**src/hw/edt_map.vh**
```
/*
 Holds the register offsets, field positions, reset values and timing
 constants of the event-triggered down timer.
 Assumes it is included by bare name from every design file of the timer.
*/
// Functional notes
// - With auto_restart set, reload start_value after each count and keep counting.
// - With auto_restart set, reload at count 1 instead of reaching zero.
// - Clock config bits 4..0 hold the tick prescale exponent.
// - One tick lasts two to the exponent reference cycles; exponent 0..21.
// - Start value register at 0x2C is copied into the count on start.
// - Current count readable at 0x0C at any time.
// - Count falls by exactly one per tick.
// - Writing immediate_start loads start value and starts counting.
// - Writing immediate_stop halts counting and freezes the count.
// - Trigger bit 3 stops the timer when reception ends.
// - Trigger bit 2 starts the timer when reception begins.
// - Trigger bit 1 starts the timer when transmission ends.
// - Trigger bit 0 starts the timer when transmission begins.
// - Running flag set on start event, cleared on stop event or when the count ends at zero without auto_restart.
// - Zero request raised on the tick at count 1, whether the count then goes to zero or reloads.
// - Zero request sticks until cleared; drives interrupt only when enabled.
// - Event bits set by hardware and held until software clears them.
`ifndef EDT_MAP_VH
`define EDT_MAP_VH

// ----------------------------------------
// Register offsets
// ----------------------------------------
`define EDT_ADDR_CONTROL 8'h09
`define EDT_ADDR_COUNT 8'h0C
`define EDT_ADDR_CLOCK_CFG 8'h2A
`define EDT_ADDR_TRIGGER 8'h2B
`define EDT_ADDR_START_VALUE 8'h2C
`define EDT_ADDR_STATUS 8'h30
`define EDT_ADDR_IRQ_STATUS 8'h31
`define EDT_ADDR_IRQ_MASK 8'h32

// ----------------------------------------
// Field positions
// ----------------------------------------
`define EDT_CTRL_START_BIT 0
`define EDT_CTRL_STOP_BIT 1
`define EDT_CFG_RESTART_BIT 5
`define EDT_CFG_EXP_MSB 4
`define EDT_TRG_TX_BEGIN_BIT 0
`define EDT_TRG_TX_END_BIT 1
`define EDT_TRG_RX_BEGIN_BIT 2
`define EDT_TRG_RX_END_BIT 3
`define EDT_IRQ_ZERO_BIT 0
`define EDT_IRQ_START_BIT 1
`define EDT_IRQ_STOP_BIT 2
`define EDT_IRQ_WIDTH 3

// ----------------------------------------
// Reset values
// ----------------------------------------
`define EDT_RST_COUNT 8'h05
`define EDT_RST_CLOCK_CFG 6'h07
`define EDT_RST_TRIGGER 4'h6
`define EDT_RST_START_VALUE 8'h0A
`define EDT_RST_IRQ_MASK 3'h0

// ----------------------------------------
// Timing
// ----------------------------------------
`define EDT_REF_FREQ_KHZ 13560
`define EDT_SYS_PERIOD_NS 100
`define EDT_PHASE_UNIT 32'h000003E8
`define EDT_PHASE_STEP ((`EDT_REF_FREQ_KHZ * `EDT_SYS_PERIOD_NS) / 1000)
`define EDT_EXP_MAX 5'h15

`endif

```
**src/hw/edt_timer.v**
```verilog
/*
 Event-triggered 8-bit down timer with its register file and interrupt.
 Assumes a register master on clk_sys_i with one-cycle strobes, and
 transceive event inputs that are one-cycle pulses synchronous to clk_sys_i.
*/
// Added by the designer: the address-and-strobe port.
`timescale 1ns/1ns
`include "edt_map.vh"

module edt_timer (
    // Clock and reset
    input wire clk_sys_i,
    input wire nrst_i,

    // Register port
    input wire [7:0] addr_i,
    input wire [7:0] wdata_i,
    input wire wr_i,
    input wire rd_i,
    output reg [7:0] rdata_o,

    // Transceive events
    input wire tx_begin_i,
    input wire tx_end_i,
    input wire rx_begin_i,
    input wire rx_end_i,

    // Timer state
    output reg [7:0] current_count_o,
    output reg count_active_o,

    // Interrupt
    output reg irq_o
);

// ----------------------------------------
// States
// ----------------------------------------
localparam ST_IDLE = 2'b01;
localparam ST_COUNT = 2'b10;

// ----------------------------------------
// Reset and end-of-count values
// ----------------------------------------
localparam [5:0] RST_CFG = `EDT_RST_CLOCK_CFG;
localparam [7:0] LAST_COUNT = 8'h01;

// ----------------------------------------
// Address match
// ----------------------------------------
function hit;
    input [7:0] addr;
    input [7:0] offset;
    begin
        hit = (addr == offset);
    end
endfunction

// ----------------------------------------
// Last count before the end
// ----------------------------------------
function at_end;
    input [7:0] count;
    begin
        at_end = (count <= LAST_COUNT);
    end
endfunction

// ----------------------------------------
// Declarations
// ----------------------------------------
reg [1:0] state;
reg [1:0] next_state;
reg [7:0] next_count;
reg zero_evt;
reg stop_done;
reg start_done;

reg auto_restart;
reg [4:0] tick_prescale_exp;
reg [3:0] trigger_ctrl;
reg [7:0] start_value;
reg [`EDT_IRQ_WIDTH-1:0] irq_mask;

reg [7:0] next_rdata;

wire wr_control;
wire wr_clock_cfg;
wire wr_trigger;
wire wr_start_value;
wire wr_irq_status;
wire wr_irq_mask;

wire immediate_start;
wire immediate_stop;
wire go_on_send_begin;
wire trigger_on_send_end;
wire go_on_receive_begin;
wire halt_on_receive_end;
wire start_evt;
wire stop_evt;

wire tick;
wire prescale_clear;
wire [`EDT_IRQ_WIDTH-1:0] irq_set;
wire [`EDT_IRQ_WIDTH-1:0] irq_clr;
wire [`EDT_IRQ_WIDTH-1:0] irq_status;
wire [`EDT_IRQ_WIDTH-1:0] irq_pending;

// ----------------------------------------
// Write decode
// ----------------------------------------
assign wr_control = wr_i && hit(addr_i, `EDT_ADDR_CONTROL);
assign wr_clock_cfg = wr_i && hit(addr_i, `EDT_ADDR_CLOCK_CFG);
assign wr_trigger = wr_i && hit(addr_i, `EDT_ADDR_TRIGGER);
assign wr_start_value = wr_i && hit(addr_i, `EDT_ADDR_START_VALUE);
assign wr_irq_status = wr_i && hit(addr_i, `EDT_ADDR_IRQ_STATUS);
assign wr_irq_mask = wr_i && hit(addr_i, `EDT_ADDR_IRQ_MASK);

// ----------------------------------------
// Start and stop sources
// ----------------------------------------
assign immediate_start = wr_control && wdata_i[`EDT_CTRL_START_BIT];
assign immediate_stop = wr_control && wdata_i[`EDT_CTRL_STOP_BIT];

assign go_on_send_begin = trigger_ctrl[`EDT_TRG_TX_BEGIN_BIT] && tx_begin_i;
assign trigger_on_send_end = trigger_ctrl[`EDT_TRG_TX_END_BIT] && tx_end_i;
assign go_on_receive_begin = trigger_ctrl[`EDT_TRG_RX_BEGIN_BIT] && rx_begin_i;
assign halt_on_receive_end = trigger_ctrl[`EDT_TRG_RX_END_BIT] && rx_end_i;

assign start_evt = immediate_start
                 || go_on_send_begin
                 || trigger_on_send_end
                 || go_on_receive_begin;

assign stop_evt = immediate_stop || halt_on_receive_end;

// ----------------------------------------
// Tick generator
// ----------------------------------------
assign prescale_clear = (state != ST_COUNT) || start_evt;

edt_prescaler edt_prescaler_i (
    .clk_sys_i(clk_sys_i),
    .nrst_i(nrst_i),
    .clear_i(prescale_clear),
    .exp_i(tick_prescale_exp),
    .tick_o(tick)
);

// ----------------------------------------
// Counter state machine
// ----------------------------------------
always @*
begin
    next_state = state;
    next_count = current_count_o;
    zero_evt = 1'b0;
    stop_done = 1'b0;
    start_done = 1'b0;
    case (state)
        ST_IDLE:
        begin
            if (start_evt && !stop_evt)
            begin
                next_state = ST_COUNT;
                next_count = start_value;
                start_done = 1'b1;
            end
        end
        ST_COUNT:
        begin
            if (stop_evt)
            begin
                next_state = ST_IDLE;
                stop_done = 1'b1;
            end
            else if (start_evt)
            begin
                next_count = start_value;
                start_done = 1'b1;
            end
            else if (tick)
            begin
                if (auto_restart && at_end(current_count_o))
                begin
                    next_count = start_value;
                    zero_evt = 1'b1;
                end
                else if (at_end(current_count_o))
                begin
                    next_count = 8'h00;
                    next_state = ST_IDLE;
                    zero_evt = 1'b1;
                end
                else
                begin
                    next_count = current_count_o - 8'h01;
                end
            end
        end
        default:
        begin
            next_state = ST_IDLE;
        end
    endcase
end

// ----------------------------------------
// Counter registers
// ----------------------------------------

always @(posedge clk_sys_i or negedge nrst_i)
begin
    if (!nrst_i)
    begin
        state <= ST_IDLE;
        current_count_o <= `EDT_RST_COUNT;
        count_active_o <= 1'b0;
    end
    else
    begin
        state <= next_state;
        current_count_o <= next_count;
        count_active_o <= (next_state == ST_COUNT);
    end
end

// ----------------------------------------
// Configuration registers
// ----------------------------------------
always @(posedge clk_sys_i or negedge nrst_i)
begin
    if (!nrst_i)
    begin
        auto_restart <= RST_CFG[`EDT_CFG_RESTART_BIT];
        tick_prescale_exp <= RST_CFG[`EDT_CFG_EXP_MSB:0];
        trigger_ctrl <= `EDT_RST_TRIGGER;
        start_value <= `EDT_RST_START_VALUE;
        irq_mask <= `EDT_RST_IRQ_MASK;
    end
    else
    begin
        if (wr_clock_cfg)
        begin
            auto_restart <= wdata_i[`EDT_CFG_RESTART_BIT];
            tick_prescale_exp <= wdata_i[`EDT_CFG_EXP_MSB:0];
        end
        if (wr_trigger)
        begin
            trigger_ctrl <= wdata_i[3:0];
        end
        if (wr_start_value)
        begin
            start_value <= wdata_i;
        end
        if (wr_irq_mask)
        begin
            irq_mask <= wdata_i[`EDT_IRQ_WIDTH-1:0];
        end
    end
end

// ----------------------------------------
// Interrupt flags
// ----------------------------------------
assign irq_set = {stop_done, start_done, zero_evt};
assign irq_clr = wr_irq_status ? wdata_i[`EDT_IRQ_WIDTH-1:0] : {`EDT_IRQ_WIDTH{1'b0}};
assign irq_pending = irq_status & irq_mask;

edt_flag_bank edt_flag_bank_i (
    .clk_sys_i(clk_sys_i),
    .nrst_i(nrst_i),
    .set_i(irq_set),
    .clr_i(irq_clr),
    .flag_o(irq_status)
);

always @(posedge clk_sys_i or negedge nrst_i)
begin
    if (!nrst_i)
    begin
        irq_o <= 1'b0;
    end
    else
    begin
        irq_o <= |irq_pending;
    end
end

// ----------------------------------------
// Read port
// ----------------------------------------
always @*
begin
    next_rdata = 8'h00;
    if (hit(addr_i, `EDT_ADDR_COUNT))
    begin
        next_rdata = current_count_o;
    end
    else if (hit(addr_i, `EDT_ADDR_CLOCK_CFG))
    begin
        next_rdata = {2'b00, auto_restart, tick_prescale_exp};
    end
    else if (hit(addr_i, `EDT_ADDR_TRIGGER))
    begin
        next_rdata = {4'h0, trigger_ctrl};
    end
    else if (hit(addr_i, `EDT_ADDR_START_VALUE))
    begin
        next_rdata = start_value;
    end
    else if (hit(addr_i, `EDT_ADDR_STATUS))
    begin
        next_rdata = {7'h00, count_active_o};
    end
    else if (hit(addr_i, `EDT_ADDR_IRQ_STATUS))
    begin
        next_rdata = {5'h00, irq_status};
    end
    else if (hit(addr_i, `EDT_ADDR_IRQ_MASK))
    begin
        next_rdata = {5'h00, irq_mask};
    end
end

// ----------------------------------------
// Read data register
// ----------------------------------------

always @(posedge clk_sys_i or negedge nrst_i)
begin
    if (!nrst_i)
    begin
        rdata_o <= 8'h00;
    end
    else if (rd_i)
    begin
        rdata_o <= next_rdata;
    end
    else
    begin
        rdata_o <= 8'h00;
    end
end

endmodule

```
**src/hw/edt_prescaler.v**
```verilog
/*
 Tick generator: one pulse every two to the exponent reference cycles,
 the 13.56 MHz reference being tracked by a phase accumulator on clk_sys_i.
 Assumes a 10 MHz system clock; a tick can come at most once per cycle.
*/
`timescale 1ns/1ns
`include "edt_map.vh"

module edt_prescaler (
    // Clock and reset
    input wire clk_sys_i,
    input wire nrst_i,
    // Control
    input wire clear_i,
    input wire [4:0] exp_i,
    // Tick
    output reg tick_o
);

reg [31:0] phase;
wire [4:0] exp_lim;
wire [31:0] period;
wire [31:0] sum;
wire [31:0] rem;

// ----------------------------------------
// Period in thousandths of a reference cycle
// ----------------------------------------
assign exp_lim = (exp_i > `EDT_EXP_MAX) ? `EDT_EXP_MAX : exp_i;
assign period = `EDT_PHASE_UNIT << exp_lim;
assign sum = phase + `EDT_PHASE_STEP;
assign rem = sum - period;

always @(posedge clk_sys_i or negedge nrst_i)
begin
    if (!nrst_i)
    begin
        phase <= 32'h00000000;
        tick_o <= 1'b0;
    end
    else if (clear_i)
    begin
        phase <= 32'h00000000;
        tick_o <= 1'b0;
    end
    else if (sum >= period)
    begin
        phase <= (rem >= period) ? 32'h00000000 : rem;
        tick_o <= 1'b1;
    end
    else
    begin
        phase <= sum;
        tick_o <= 1'b0;
    end
end

endmodule

```
**src/hw/edt_flag_bank.v**
```verilog
/*
 Sticky event flags, cleared by writing a one; a set wins over a clear.
 Assumes set and clear vectors are one-cycle pulses on clk_sys_i.
*/
`timescale 1ns/1ns
`include "edt_map.vh"

module edt_flag_bank (
    // Clock and reset
    input wire clk_sys_i,
    input wire nrst_i,
    // Events and clears
    input wire [`EDT_IRQ_WIDTH-1:0] set_i,
    input wire [`EDT_IRQ_WIDTH-1:0] clr_i,
    // Flags
    output wire [`EDT_IRQ_WIDTH-1:0] flag_o
);

reg [`EDT_IRQ_WIDTH-1:0] flag;

assign flag_o = flag;

// ----------------------------------------
// One flip-flop per event
// ----------------------------------------
genvar i;
generate
    for (i = 0; i < `EDT_IRQ_WIDTH; i = i + 1)
    begin : g_flag
        always @(posedge clk_sys_i or negedge nrst_i)
        begin
            if (!nrst_i)
                flag[i] <= 1'b0;
            else if (set_i[i])
                flag[i] <= 1'b1;
            else if (clr_i[i])
                flag[i] <= 1'b0;
        end
    end
endgenerate

endmodule

```
**config.mk**
```make
export PLATFORM = sky130hd
export DESIGN_NAME = edt_timer
export DESIGN_NICKNAME = d
export VERILOG_FILES = /design/src/hw/edt_timer.v /design/src/hw/edt_prescaler.v /design/src/hw/edt_flag_bank.v
export VERILOG_INCLUDE_DIRS = /design/src /design/src/hw
export SDC_FILE = /design/constraint.sdc
export NUM_CORES = 1
export LEC_CHECK = 0
export BUFFER_PORTS_ARGS = -buffer_cell sky130_fd_sc_hd__buf_2
export CORE_MARGIN = 1.5
export CORE_UTILIZATION = 48
export DETAILED_ROUTE_END_ITERATION = 12
export GPL_TIMING_DRIVEN = 0
export PLACE_DENSITY = 0.7
export SYNTH_ARGS = -nofsm -noshare
export SYNTH_HDL_FRONTEND = slang
export SYNTH_SLANG_ARGS = --single-unit
```
**constraint.sdc**
```tcl
create_clock -name clk_sys_i -period 7.8 [get_ports clk_sys_i]
set_input_delay 1.56 -clock clk_sys_i [delete_from_list [all_inputs] [get_ports clk_sys_i]]
set_output_delay 1.56 -clock clk_sys_i [all_outputs]
set_load 0.02 [all_outputs]
```
# Yosys cells after proc, flatten, opt, wreduce, memory -nomap -nowiden
# Cells that the tools add are included.
# Widths: inputs -> output; s select.
op_classes:
  n_addsub: 3
  mul: 0
  n_div: 0
  order_cmp: 4
  n_eq_ne: 15
  shifts: 1
  muxes: 47
  n_bitwise: 1
  n_reduce_logical: 26
ops:
  columns: ["operator", "count"]
  rows:
  - ["$mux 32", 3]
  - ["$mux 8", 11]
  - ["$ge 32x32->1", 2]
  - ["$eq 8x6->1 const B", 6]
  - ["$add 32x11->32 const B", 1]
  - ["$shl 10x5->32 const A", 1]
  - ["$sub 32x32->32", 1]
  - ["$mux 1", 19]
  - ["$eq 8x4->1 const B", 2]
  - ["$pmux 8 s2", 1]
  - ["$logic_and 1x1->1", 14]
  - ["$mux 2", 6]
  - ["$mux 3", 4]
  - ["$le 8x1->1 const B", 1]
  - ["$reduce_bool 2->1", 4]
  - ["$sub 8x1->8 const B", 1]
  - ["$ne 2x2->1 const B", 3]
  - ["$gt 5x5->1 const B", 1]
  - ["$logic_or 1x1->1", 5]
  - ["$mux 5", 1]
  - ["$eq 2x2->1 const B", 2]
  - ["$pmux 2 s2", 1]
  - ["$reduce_and 4->1", 1]
  - ["$and 3x3->3", 1]
  - ["other kinds (5)", 5]
word_totals:
  ff_bits: 77
  latch_bits: 0
  ramBits: 0
  rom_bits: 0
  input_bits: 24
  output_inout_bits: 18
  wordCells: 112
  n_memories: 0

# Depth between registers and ports, before layout
# Gate-level depths: netlist of the first run.
logic_depth:
  depth_word: 10
  depth_mapped: 28
  mapped_depth_nobuf: 26

# Hierarchy
# From an unflattened synthesis of the first run, not the netlist that was laid out.
hier_totals:
  cells_unflattened: 805
  hier_area_um2: 6809.0
by_module_without_submodules:
  columns: ["mod", "n_inst", "cells_each", "area_each_um2"]
  rows:
  - ["edt_prescaler", 1, 587, 4456.8]
  - ["edt_timer", 1, 209, 2243.4]
  - ["edt_flag_bank", 1, 9, 108.9]

# Worst setup path after synthesis of the first run
# OpenSTA, ideal clock, no wires.
synth_timing:
  kind: "register to register"
  start: "register edt_prescaler_i.phase[2]"
  end: "register edt_prescaler_i.phase[18]"
  setup_ns: 0.067
  arrival_ns: 5.221
  t_required_ns: 7.733
  setup_slack_ns: 2.512
  stages_incl_launch_ff: 27
  cell_sequence: "dfrtp_1 inv_1 ha_1 and3b_1 o21a_1 o21a_1 o211ai_1 or2_2 nor2_1 xor2_1 ha_1 clkbuf_1 a21o_1 a21oi_1 a21boi_0 o21a_1 or4_1 and2_1 ha_1 a21o_1 a21o_1 a21oi_1 o21ai_0 nand2_1 clkbuf_1 and3_1 a32o_1"
synth_via:
  elab_chain_len: 6
synth_lines:
  columns: ["element", "line_no", "source"]
  rows:
  - ["from (decl)", "edt_prescaler.v:20", "reg [31:0] phase;"]
  - ["from (signal assigned)", "edt_prescaler.v:48", "phase <= (rem >= period) ? 32'h00000000 : rem;"]
  - ["from (signal assigned)", "edt_prescaler.v:53", "phase <= sum;"]
  - ["$add 32x11->32 (no source line) (*)", null, null]
  - ["$sub 32x32->32", "edt_prescaler.v:32", "assign rem = sum - period;"]
  - ["$ge 32x32->1", "edt_prescaler.v:48", null]
  - ["$mux 32", "edt_prescaler.v:48", null]
  - ["$mux 32 (*)", "edt_prescaler.v:46", "else if (sum >= period)"]
  - ["$mux 32 (*)", "edt_prescaler.v:41", "else if (clear_i)"]
# Mark *: on every way between the ends. The rest lies on a longest branch, timed or not.
# A chain may end at the register's enable or synchronous reset.

# Final worst setup path of the first run
layout_timing:
  start: "register edt_prescaler_i.phase[2]"
  end: "register edt_prescaler_i.phase[28]"
# Same word-level chain as after synthesis.

==> results.md, run 1 <==
* Largest net degree at the start of global routing at 53
* Drc violations at 0
* Period utilization at 87.85%
* Crit-path max cell delay at 640 ps
* Via count at 6329
* Port buffer count at 41
* Area growth syn-to-layout at 11.09%
* Ant diodes at 0
* Critical Path RT at 8020 ps
* Antenna viol nets, final at 0
* # clock sinks at 75
* Core area at 13930 µm²
* Drt total wl at 18370 µm
* Final HPWL DP at 14300 µm
* Hold_buf cts at 0
* Setup Crit Path Kind: flip-flop to flip-flop
* Ys async rst share at 100.0%
* Worst-Skew Late Latency at 340 ps
* Worst setup EP type: flip-flop
* RSZ-0062 raised after global routing: no
* Synth cell types at 78
* Hold Startpoint: edt_flag_bank_i.flag_o[1]$_DFFE_PN0P_
* Post-Syn Area at 6879 µm²
* Layout Nets at 976
* Crit-path slowest cell: o21ai_1
* TritonCTS clock tree: built
* Critical path launch point: edt_prescaler_i.phase[2]$_DFF_PN0_
* Total negative setup slack at 0 ps
* CP dominant cell by count: ha_1
* Worst r2r path cells at 24
* Fillers at 1293
* Antenna violations before repair at 0
* Top cells by count, synth: nand2_1, dfrtp_1, ha_1, nor2_1, a21oi_1
* Iteration-0 DRC count of the detailed router at 405
* Buf/Inv on CP at 2
* Non-filler cells in the finished layout at 1073
* Fmax at 0.1459 GHz
* Synth top area share at 23.64%
* CP delay by family, top: compound AO/OA/AOI/OAI gates
* Number of flops mapped to enable cells by yosys at 0
* Pleak at 3.384 nW
* GPL Wtd Cong at 0.9110
* Leading area contributor after synthesis: dfrtp_1
* Final Setup Violations at 0
* Die Y at 122.7 µm
* Worst setup SP type: flip-flop
* Initial DRT Pass Iterations at 6
* Vias in the first global route at 5968
* Setup crit end: edt_prescaler_i.phase[28]$_DFF_PN0_
* Final worst slack at 947.4 ps
* YS warnings at 0
* Clock Skews at 9.236 ps
* Number of instances in the placed design at 1057
* Postcts setup bufs at 0
* Resize count post-CTS at 0
* Avg Inst Size Synth at 8.248 µm²
* Root Buffer: clkbuf_16
* Max Slew Vio Count at 0
* Top FF cell, synth: dfrtp_1
* MaxCap Viol Count at 0
* Clock-pin slew on the worst setup and hold paths at 60 ps
* Wire length per cell at 17.12 µm
* Top-count cell post-synth: nand2_1
* CP Depth at 24
* Setup WS pre-CTS at 1090 ps
* Ports at 42
* CP Max Fanout at 10
* Seq cells post-synth at 75
* Layout cell share with drive strength beyond 1 at 13.33%
* Final Hold Viols at 0
* Hold Crit Class: flip-flop to flip-flop
* Data arrival, critical path at 7070 ps
* Die ar. at 15060 µm²
* Max-slew headroom at 30.66%
* Rows at 43
* Status: completed
* Peak supply drop at 0.1579 mV
* Slew @ Worst Pin at 1032 ps
* All-layer global routing usage at 25.51%
* Global-route wire length before repair at 29920 µm
* Top area cells in the synthesized netlist: dfrtp_1, ha_1, nand2_1, a21oi_1, xnor2_1
* Synthesized instance count at 834
* CTS H-Tree Depth at 3
* Grt total ovfl at 0
* Power per Cell Area at 172.3 nW/µm²
* CTS Buf Count at 9
* Register area share after synthesis at 27.46%
* Die Width at 122.7 µm
* Post-route minimum period at 6853 ps
* CTS Buffer Depth at 2
* Flop-to-flop setup slack at 950 ps
* FF-to-FF Start: edt_prescaler_i.phase[2]$_DFF_PN0_
* Initial Util at 49.37%
* Overall Power at 1.316 mW
* FF-to-FF End: edt_prescaler_i.phase[28]$_DFF_PN0_
* Vias per cell at 5.898
* Cell breakdown of the critical path: inv_1 -> ha_1 -> and3b_1 -> o21a_1 -> o21a_1 -> o211ai_1 -> xnor2_1 -> ha_1 -> a211oi_1 -> o41ai_1 -> a21oi_1 -> nand2b_1 -> o21ai_1 -> o31a_1 -> xnor2_1 -> ha_1 -> nand4_1 -> a2111oi_0 -> o221ai_1 -> nand3_1 -> nand2_1 -> o21ai_2 -> buf_4 -> a21oi_1
-- metal layers --
layer  up-vias  part of all wire (%)  GRT usage, %
li1       3163                     -             -
met1      2998                    47         35.35
met2       143                    47         42.26
met3        25                   4.2         3.160
met4         0                   1.6         6.323
met5         -                     0             0
-- metrics by stage --
step / cell area, µm² / util (%) / hold WS [ps]
finish: 7642 / 54.84 / 517.9
detailed placement: 7343 / 52.70 / 504.2
CTS: 7642 / 54.84 / 517.8
floorplan: 6883 / - / 467.6
global placement: 7313 / 52.48 / 508.6
global route: 7642 / 54.84 / 555.8
-- logic make-up after synthesis --
logic type      count (synthesis)  synth area share, %
simple gates                  321                23.24
compound gates                233                23.19
flops                          75                27.46
buf+inv                        65                3.874
fa+ha+maj                      64                11.75
xor+xnor                       47                5.984
mux                            28                4.438
other cells                     1              0.05451
-- cell usage in the layout (no fill, tap or decap), types with 4 or more instances in the layout --
cell type,Yosys,layout
o31ai_1,4,4
nor3_1,22,22
mux2_2,20,20
nand2b_1,14,14
ha_1,63,63
nand4_1,7,7
a31oi_1,7,7
nand3b_1,6,6
a21o_1,16,16
xnor2_1,31,31
nor2b_1,9,9
o21ai_0,49,49
inv_1,29,29
nand3_1,44,44
o21bai_1,5,5
and4_1,4,4
and3_1,12,12
o21a_1,14,14
dfstp_2,10,10
dfrtp_1,65,65
mux2i_1,8,8
a22o_1,4,4
nand2_1,100,100
nor4_1,4,4
a21oi_1,61,61
xor2_1,16,16
or2_2,8,8
buf_2,6,46
buf_4,4,5
o211ai_1,7,7
and2_1,8,8
a22oi_1,9,9
a21boi_0,6,6
clkbuf_1,25,25
a211oi_1,9,9
a222oi_1,4,4
clkbuf_16,0,9
nor2_1,62,62
or3_1,6,6
-- sequential cells by signal, indices dropped and copies added (netlist names) --
signal / cells
edt_prescaler_i.phase: 30
current_count_o: 8
rdata_o: 8
start_value: 8
tick_prescale_exp: 5
trigger_ctrl: 4
edt_flag_bank_i.flag_o: 3
irq_mask: 3
state: 2
auto_restart: 1
count_active_o: 1
edt_prescaler_i.tick_o: 1
irq_o: 1
-- where the power goes --
| part | switching, mW | internal [mW] |
|---|---|---|
| Sequential | 0.0246 | 0.418 |
| Clock | 0.173 | 0.249 |
| Combinational | 0.277 | 0.175 |
| Total | 0.475 | 0.842 |
-- worst reg2reg max path: stages, from the launching register on --
cell	delay, ps
dfrtp_1	440
inv_1	130
ha_1	190
and3b_1	220
o21a_1	200
o21a_1	260
o211ai_1	420
xnor2_1	170
ha_1	330
a211oi_1	360
o41ai_1	130
a21oi_1	180
nand2b_1	80
o21ai_1	640
o31a_1	320
xnor2_1	120
ha_1	320
nand4_1	120
a2111oi_0	640
o221ai_1	240
nand3_1	140
nand2_1	90
o21ai_2	610
buf_4	340
a21oi_1	70
-- worst min-delay path by stage --
| stage | slack, ps | end | depth (start not counted) |
|---|---|---|---|
| after floorplan | 470 | edt_flag_bank_i.flag_o[0]$_DFFE_PN0P_ | 2 |
| after global placement | 510 | edt_flag_bank_i.flag_o[2]$_DFFE_PN0P_ | 2 |
| after detailed placement | 500 | edt_flag_bank_i.flag_o[1]$_DFFE_PN0P_ | 2 |
| after CTS | 520 | edt_flag_bank_i.flag_o[1]$_DFFE_PN0P_ | 2 |
| after global routing | 560 | irq_mask[1]$_DFFE_PN0P_ | 1 |
| final | 520 | edt_flag_bank_i.flag_o[1]$_DFFE_PN0P_ | 2 |
-- layout make-up --
cell class / count / area (µm²) / share of cell area (%)
multi-input combinational: 695 / 4727 / 61.85
sequential: 75 / 1889 / 24.72
timing repair buffer: 42 / 235.2 / 3.078
clock buffer: 9 / 225.2 / 2.947
tap: 180 / 225.2 / 2.947
buffer: 35 / 153.9 / 2.014
inverter: 30 / 112.6 / 1.473
clock inverter: 7 / 73.82 / 0.9659
Note: power is estimated with default switching activity, not from simulation.
==> run 2, diff against run 1 <==
--- a/config.mk
+++ b/config.mk
@@ -7,11 +7,14 @@
 export NUM_CORES = 1
 export LEC_CHECK = 0
 export BUFFER_PORTS_ARGS = -buffer_cell sky130_fd_sc_hd__buf_2
+export CELL_PAD_IN_SITES_DETAIL_PLACEMENT = 0
+export CELL_PAD_IN_SITES_GLOBAL_PLACEMENT = 2
 export CORE_MARGIN = 1.5
-export CORE_UTILIZATION = 48
+export CORE_UTILIZATION = 41
 export DETAILED_ROUTE_END_ITERATION = 12
 export GPL_TIMING_DRIVEN = 0
-export PLACE_DENSITY = 0.7
+export PLACE_DENSITY = 0.92
+export SLEW_MARGIN = 25
 export SYNTH_ARGS = -nofsm -noshare
 export SYNTH_HDL_FRONTEND = slang
 export SYNTH_SLANG_ARGS = --single-unit
==> run 2 against run 1 <==
Via count up 0.55%. Design area up 0.65%. Critical path depth up 1. Clock skew up 4.9 ps. Register-to-register slack better by 100 ps. First-iteration DRC count down 14%. Clock-buffer cell count up 1. Combinational power up 1%. Highest routed layer unchanged.
==> results.md, run 2 (synthesis results as in run 1) <==
* Resize count post-CTS at 0 (unchanged)
* P_sw at 0.4907 mW (+3.3%)
* Hold endpoint: edt_flag_bank_i.flag_o[1]$_DFFE_PN0P_
* Data arrival, critical path at 7030 ps (-40 ps)
* Max-slew headroom at 34.44% (+3.8 points)
* Worst setup EP type: flip-flop
* Grt total ovfl at 0 (unchanged)
* Die ar. at 17560 µm² (+17%)
* CP delay by family, top: compound AO/OA/AOI/OAI gates
* Final HPWL DP at 15390 µm (+7.7%)
* Hold Startpoint: edt_flag_bank_i.flag_o[1]$_DFFE_PN0P_
* Postcts setup bufs at 0 (unchanged)
* Die Width at 132.5 µm (+8.0%)
* Final Setup Violations at 0 (unchanged)
* Iteration-0 DRC count of the detailed router at 349 (-14%)
* Drt total wl at 19790 µm (+7.7%)
* Clock power share at 32.6% (+0.5 points)
* Layout cell share with drive strength beyond 1 at 13.33% (unchanged)
* Rows at 47 (+9.3%)
* Wire length per cell at 17.78 µm (+3.8%)
* Vias in the first global route at 6326 (+6.0%)
* Via count at 6364 (+0.55%)
* Global-route wire length before repair at 32710 µm (+9.3%)
* Core area at 16470 µm² (+18%)
* Hold_buf cts at 0 (unchanged)
* Antenna viol nets, final at 0 (unchanged)
* Sequential share of power at 33.2% (-0.4 points)
* Initial DRT Pass Iterations at 5 (-1)
* Critical Path RT at 8080 ps (+60 ps)
* Worst r2r path cells at 25 (+4.2%)
* Leading cell types in the layout, fill and taps excluded: nand2_1, dfrtp_1, ha_1
* Cell Int Power at 0.8432 mW (+0.19%)
* Final Hold Viols at 0 (unchanged)
* Pleak at 3.378 nW (-0.16%)
* Area growth syn-to-layout at 11.82%
* Drc violations at 0 (unchanged)
* Switching part of the total at 36.79% (+0.72 points)
* CP Max Fanout at 10 (unchanged)
* CP dominant cell by count: ha_1
* RSZ-0062 raised after global routing: no
* Setup Crit Path Kind: flip-flop to flip-flop
* Slew @ Worst Pin at 969.7 ps (-62.44 ps)
* Gate power share at 34.2% (about the same)
* GPL Wtd Cong at 0.8833 (-3.0%)
* Peak supply drop at 0.1111 mV (-30%)
* Max Slew Vio Count at 0 (unchanged)
* All-layer global routing usage at 23.38% (-2.1 points)
* Buf/Inv on CP at 2 (unchanged)
* Worst setup SP type: flip-flop
* Root Buffer: clkbuf_16
* Post-route minimum period at 6752 ps (-100.8 ps)
* FF-to-FF Start: edt_prescaler_i.phase[2]$_DFF_PN0_
* Status: completed
* Hold path depth at 2 (unchanged)
* TritonCTS clock tree: built
* Die Y at 132.5 µm (+8.0%)
* Port buffer count at 41 (unchanged)
* Total negative setup slack at 0 ps (unchanged)
* Largest net degree at the start of global routing at 41 (-23%)
* Crit-path max cell delay at 740 ps (+100 ps)
* Ant diodes at 0 (unchanged)
* Layout Nets at 976 (unchanged)
* Power per Cell Area at 173.4 nW/µm² (+0.67%)
* Setup WS pre-CTS at 1065 ps (-25.65 ps)
* Period utilization at 86.56% (-1.3 points)
* CTS Buffer Depth at 2 (unchanged)
* Commonest non-fill, non-tap cell in the layout: nand2_1
* FF-to-FF End: edt_prescaler_i.phase[24]$_DFF_PN0_
* Crit-path slowest cell: o21ai_1
* CTS H-Tree Depth at 3 (unchanged)
* Worst-Skew Late Latency at 360 ps (+20 ps)
* Antenna violations before repair at 0 (unchanged)
* Vias per cell at 5.718 (-3.1%)
* Clock-pin slew on the worst setup and hold paths at 70 ps (about the same)
* CTS Buf Count at 9 (unchanged)
* # clock sinks at 75 (unchanged)
* Ports at 42 (unchanged)
* Clock Skews at 14.16 ps (+4.927 ps)
* Fmax at 0.1481 GHz (+1.5%)
* Number of flip-flops in the largest register at 30 (unchanged)
* Reg with most FFs: edt_prescaler_i.phase
* Initial Util at 41.78% (-7.6 points)
* Hold Crit Class: flip-flop to flip-flop
* Final worst slack at 1048 ps (+100.8 ps)
* Flop-to-flop setup slack at 1050 ps (+100 ps)
* MaxCap Viol Count at 0 (unchanged)
[run 2: cell types whose count changed in the layout (fill, tap and decap cells not counted), sizes merged]
cell / before / now
clkbuf: 34 / 35
clkinv: 4 / 3
[run 2: worst max path at each step]
stage,start,end,cells after the start
final,edt_prescaler_i.phase[2]$_DFF_PN0_,edt_prescaler_i.phase[24]$_DFF_PN0_,25
after global routing,edt_prescaler_i.phase[2]$_DFF_PN0_,edt_prescaler_i.phase[16]$_DFF_PN0_,24
after floorplan,edt_prescaler_i.phase[2]$_DFF_PN0_,edt_prescaler_i.phase[18]$_DFF_PN0_,26
after CTS,edt_prescaler_i.phase[2]$_DFF_PN0_,edt_prescaler_i.phase[24]$_DFF_PN0_,25
after global placement,edt_prescaler_i.phase[2]$_DFF_PN0_,edt_prescaler_i.phase[29]$_DFF_PN0_,25
after detailed placement,edt_prescaler_i.phase[2]$_DFF_PN0_,edt_prescaler_i.phase[29]$_DFF_PN0_,25
[run 2: power groups by stage]
| stage | Sequential, mW | Combinational (mW) | Clock, mW |
|---|---|---|---|
| CTS | 0.443 | 0.456 | 0.440 |
| detailed placement | 0.450 | 0.452 | 0 |
| floorplan | 0.455 | 0.320 | 0 |
| finish | 0.443 | 0.457 | 0.434 |
| global route | 0.447 | 0.515 | 0.454 |
| global placement | 0.450 | 0.451 | 0 |
[run 2: worst reg2reg max path: cells and delay by family, from the launching register on]
kind	cells	cell delay, ps
buffers and inverters	2	620
xor gates and xnor gates	1	170
AOI/OAI and AO/OA	12	3080
adders and majority gates	3	680
DFF	1	440
and+or+nand+nor	7	1670
[run 2: layout make-up]
type / instances / area (µm²)
clock inverter: 6 / 72.57
clock buffer: 10 / 229.0
tap: 220 / 275.3
inverter: 30 / 112.6
sequential: 75 / 1889
timing repair buffer: 42 / 227.7
fill: 1690 / 8773
multi-input combinational: 695 / 4732
buffer: 35 / 153.9
[run 2: stage by stage]
stage	util [%]	power (mW)	cells	hold WS [ps]	area (µm²)
after global routing	46.72	1.417	1113	537.5	7692
after detailed placement	44.89	0.9020	1097	503.0	7391
after CTS	46.72	1.339	1113	524.0	7692
final	46.72	1.334	1113	519.4	7692
after floorplan	-	0.7741	835	467.6	6883
after global placement	44.72	0.9008	1096	507.1	7363
[run 2: routing by layer]
metal,vias to the layer above,track usage [%],wire length (µm)
met5,-,0,0
met4,0,6.349,348
met3,25,3.218,819
met2,150,40.26,9433
met1,3038,30.79,9188
li1,3151,-,-
==> run 3, diff against run 2 <==
--- a/config.mk
+++ b/config.mk
@@ -13,6 +13,8 @@
 export CORE_UTILIZATION = 41
 export DETAILED_ROUTE_END_ITERATION = 12
 export GPL_TIMING_DRIVEN = 0
+export HOLD_SLACK_MARGIN = 0.08
+export MAX_ROUTING_LAYER = met4
 export PLACE_DENSITY = 0.92
 export SLEW_MARGIN = 25
 export SYNTH_ARGS = -nofsm -noshare
==> run 3 against run 2 <==
Combinational power about the same. Total power is essentially flat. Design area unchanged. Global-route usage is 0.74 points higher. Via count down 0.46%. Setup slack worse by 18 ps. Utilization is the same. Routed wire length fell by 0.15%. Sequential share of layout area did not move. Sequential cell count stayed put. Clock power about the same. Critical path type unchanged.
==> results.md, run 3 (synthesis results as in run 1) <==
* Drc violations at 0 (unchanged)
* Clock Skews at 14.22 ps (+0.06130 ps)
* Die Width at 132.5 µm (unchanged)
* Drt total wl at 19760 µm (-0.15%)
* Max-slew headroom at 33.34% (-1.1 points)
* Rows at 47 (unchanged)
* Post-route minimum period at 6769 ps (+17.53 ps)
* Iteration-0 DRC count of the detailed router at 365 (+4.6%)
* Final HPWL DP at 15390 µm (unchanged)
* Commonest non-fill, non-tap cell in the layout: nand2_1
* Die ar. at 17560 µm² (unchanged)
* FF-to-FF End: edt_prescaler_i.phase[24]$_DFF_PN0_
* Area growth syn-to-layout at 11.82% (unchanged)
* Max Slew Vio Count at 0 (unchanged)
* Worst setup SP type: flip-flop
* Initial Util at 41.78% (unchanged)
* Worst setup EP type: flip-flop
* Die Y at 132.5 µm (unchanged)
* Fmax at 0.1477 GHz (-0.26%)
* Final Hold Viols at 0 (unchanged)
* Hold_buf cts at 0 (unchanged)
* Global-route wire length before repair at 32760 µm (+0.15%)
* Power per Cell Area at 173.3 nW/µm² (about the same)
* Ports at 42 (unchanged)
* All-layer global routing usage at 24.13% (+0.74 points)
* Ant diodes at 0 (unchanged)
* GRT Max-Usage Layer: met2
* RSZ-0062 raised after global routing: no
* Postcts setup bufs at 0 (unchanged)
* Number of flip-flops in the largest register at 30 (unchanged)
* Layout Nets at 976 (unchanged)
* Resize count post-CTS at 0 (unchanged)
* Core area at 16470 µm² (unchanged)
* MaxCap Viol Count at 0 (unchanged)
* Peak supply drop at 0.1109 mV (-0.19%)
* Worst r2r path cells at 25 (unchanged)
* Met1 Use GR at 30.98% (+0.19 points)
* Vias per cell at 5.692 (-0.46%)
* Antenna viol nets, final at 0 (unchanged)
* CTS Buf Count at 9 (unchanged)
* Final core occ at 46.72% (unchanged)
* # clock sinks at 75 (unchanged)
* Clock-pin slew on the worst setup and hold paths at 70 ps (about the same)
* Root Buffer: clkbuf_16
* M2 GR Usage at 40.17% (-0.087 points)
* Largest net degree at the start of global routing at 41 (unchanged)
* CTS H-Tree Depth at 3 (unchanged)
* Data arrival, critical path at 7050 ps (+20 ps)
* Slew @ Worst Pin at 986.0 ps (+16.36 ps)
* Vias in the first global route at 6315 (-0.17%)
* Leading cell types in the layout, fill and taps excluded: nand2_1, dfrtp_1, ha_1
* Hold path depth at 2 (unchanged)
* Hold Crit Class: flip-flop to flip-flop
* Flop-to-flop setup slack at 1030 ps (-20 ps)
* CP Max Fanout at 10 (unchanged)
* Total negative setup slack at 0 ps (unchanged)
* Status: completed
* Worst-Skew Late Latency at 360 ps (about the same)
* Period utilization at 86.79% (+0.22 points)
* Via count at 6335 (-0.46%)
* Layout cell share with drive strength beyond 1 at 13.33% (unchanged)
* Critical Path RT at 8080 ps (about the same)
* TritonCTS clock tree: built
* GPL Wtd Cong at 0.8980 (+1.7%)
* Final Setup Violations at 0 (unchanged)
* Port buffer count at 41 (unchanged)
* Antenna violations before repair at 0 (unchanged)
* Setup Crit Path Kind: flip-flop to flip-flop
* CTS Buffer Depth at 2 (unchanged)
* Hold endpoint: edt_flag_bank_i.flag_o[1]$_DFFE_PN0P_
* Hold Startpoint: edt_flag_bank_i.flag_o[1]$_DFFE_PN0P_
* Pleak at 3.378 nW (unchanged)
* Routing usage on met3 at 3.180% (-0.038 points)
* Initial DRT Pass Iterations at 5 (unchanged)
* Grt total ovfl at 0 (unchanged)
* FF-to-FF Start: edt_prescaler_i.phase[2]$_DFF_PN0_
* Reg with most FFs: edt_prescaler_i.phase
* Wire length per cell at 17.75 µm (-0.15%)
[run 3: worst max-delay path by stage]
stage	cells past startpoint	endpoint	from	slack, ps
final	25	edt_prescaler_i.phase[24]$_DFF_PN0_	edt_prescaler_i.phase[2]$_DFF_PN0_	1030
after global routing	24	edt_prescaler_i.phase[16]$_DFF_PN0_	edt_prescaler_i.phase[2]$_DFF_PN0_	580
after CTS	25	edt_prescaler_i.phase[24]$_DFF_PN0_	edt_prescaler_i.phase[2]$_DFF_PN0_	1000
after detailed placement	25	edt_prescaler_i.phase[29]$_DFF_PN0_	edt_prescaler_i.phase[2]$_DFF_PN0_	1060
after global placement	25	edt_prescaler_i.phase[29]$_DFF_PN0_	edt_prescaler_i.phase[2]$_DFF_PN0_	1040
after floorplan	26	edt_prescaler_i.phase[18]$_DFF_PN0_	edt_prescaler_i.phase[2]$_DFF_PN0_	2510
[run 3: stage by stage]
| stage | cells | cell area (µm²) | setup slack [ps] | hold WS (ps) | total power, mW |
|---|---|---|---|---|---|
| 5_1_grt | 1113 | 7692 | 582.4 | 537.5 | 1.417 |
| 2_1_floorplan | 835 | 6883 | 2512 | 467.6 | 0.7741 |
| 4_1_cts | 1113 | 7692 | 1000 | 524.0 | 1.339 |
| 3_3_place_gp | 1096 | 7363 | 1038 | 507.1 | 0.9008 |
| 3_5_place_dp | 1097 | 7391 | 1065 | 503.0 | 0.9020 |
| 6_report | 1113 | 7692 | 1031 | 520.9 | 1.333 |
[run 3: layer usage]
metal / wire length (µm) / vias to the layer above
met5: 0 / -
met2: 9356 / 153
met3: 820 / 24
met1: 9242 / 3001
met4: 340 / 0
li1: - / 3157
[run 3: cell type report]
| class | count | area (µm²) |
|---|---|---|
| plain buffers | 35 | 153.9 |
| clock buffers | 10 | 229.0 |
| clock inverters | 6 | 72.57 |
| fillers | 1690 | 8773 |
| inverters | 30 | 112.6 |
| multi-input cells | 695 | 4732 |
| flip-flops and latches | 75 | 1889 |
| well taps | 220 | 275.3 |
| repair buffers | 42 | 227.7 |
[run 3: worst max-delay path, stage by stage (launching register included)]
cell	delay [ps]
dfrtp_1	440
inv_1	130
ha_1	190
and3b_1	220
o21a_1	210
o21a_1	250
o211ai_1	380
xnor2_1	170
ha_1	320
a211oi_1	370
o41ai_1	140
a21oi_1	190
nand2b_1	70
o21ai_1	750
nor3_1	180
or4_1	530
and2_1	190
ha_1	170
a21o_1	170
a21o_1	170
a21oi_1	180
o21ai_0	110
nand2_1	110
clkbuf_1	500
and3_1	360
a32o_1	160
[run 3: power breakdown]
group	internal, mW	total [mW]	switching [mW]
registers	0.418	0.443	0.0253
clock network	0.251	0.434	0.183
logic	0.174	0.456	0.282
total	0.843	1.33	0.490
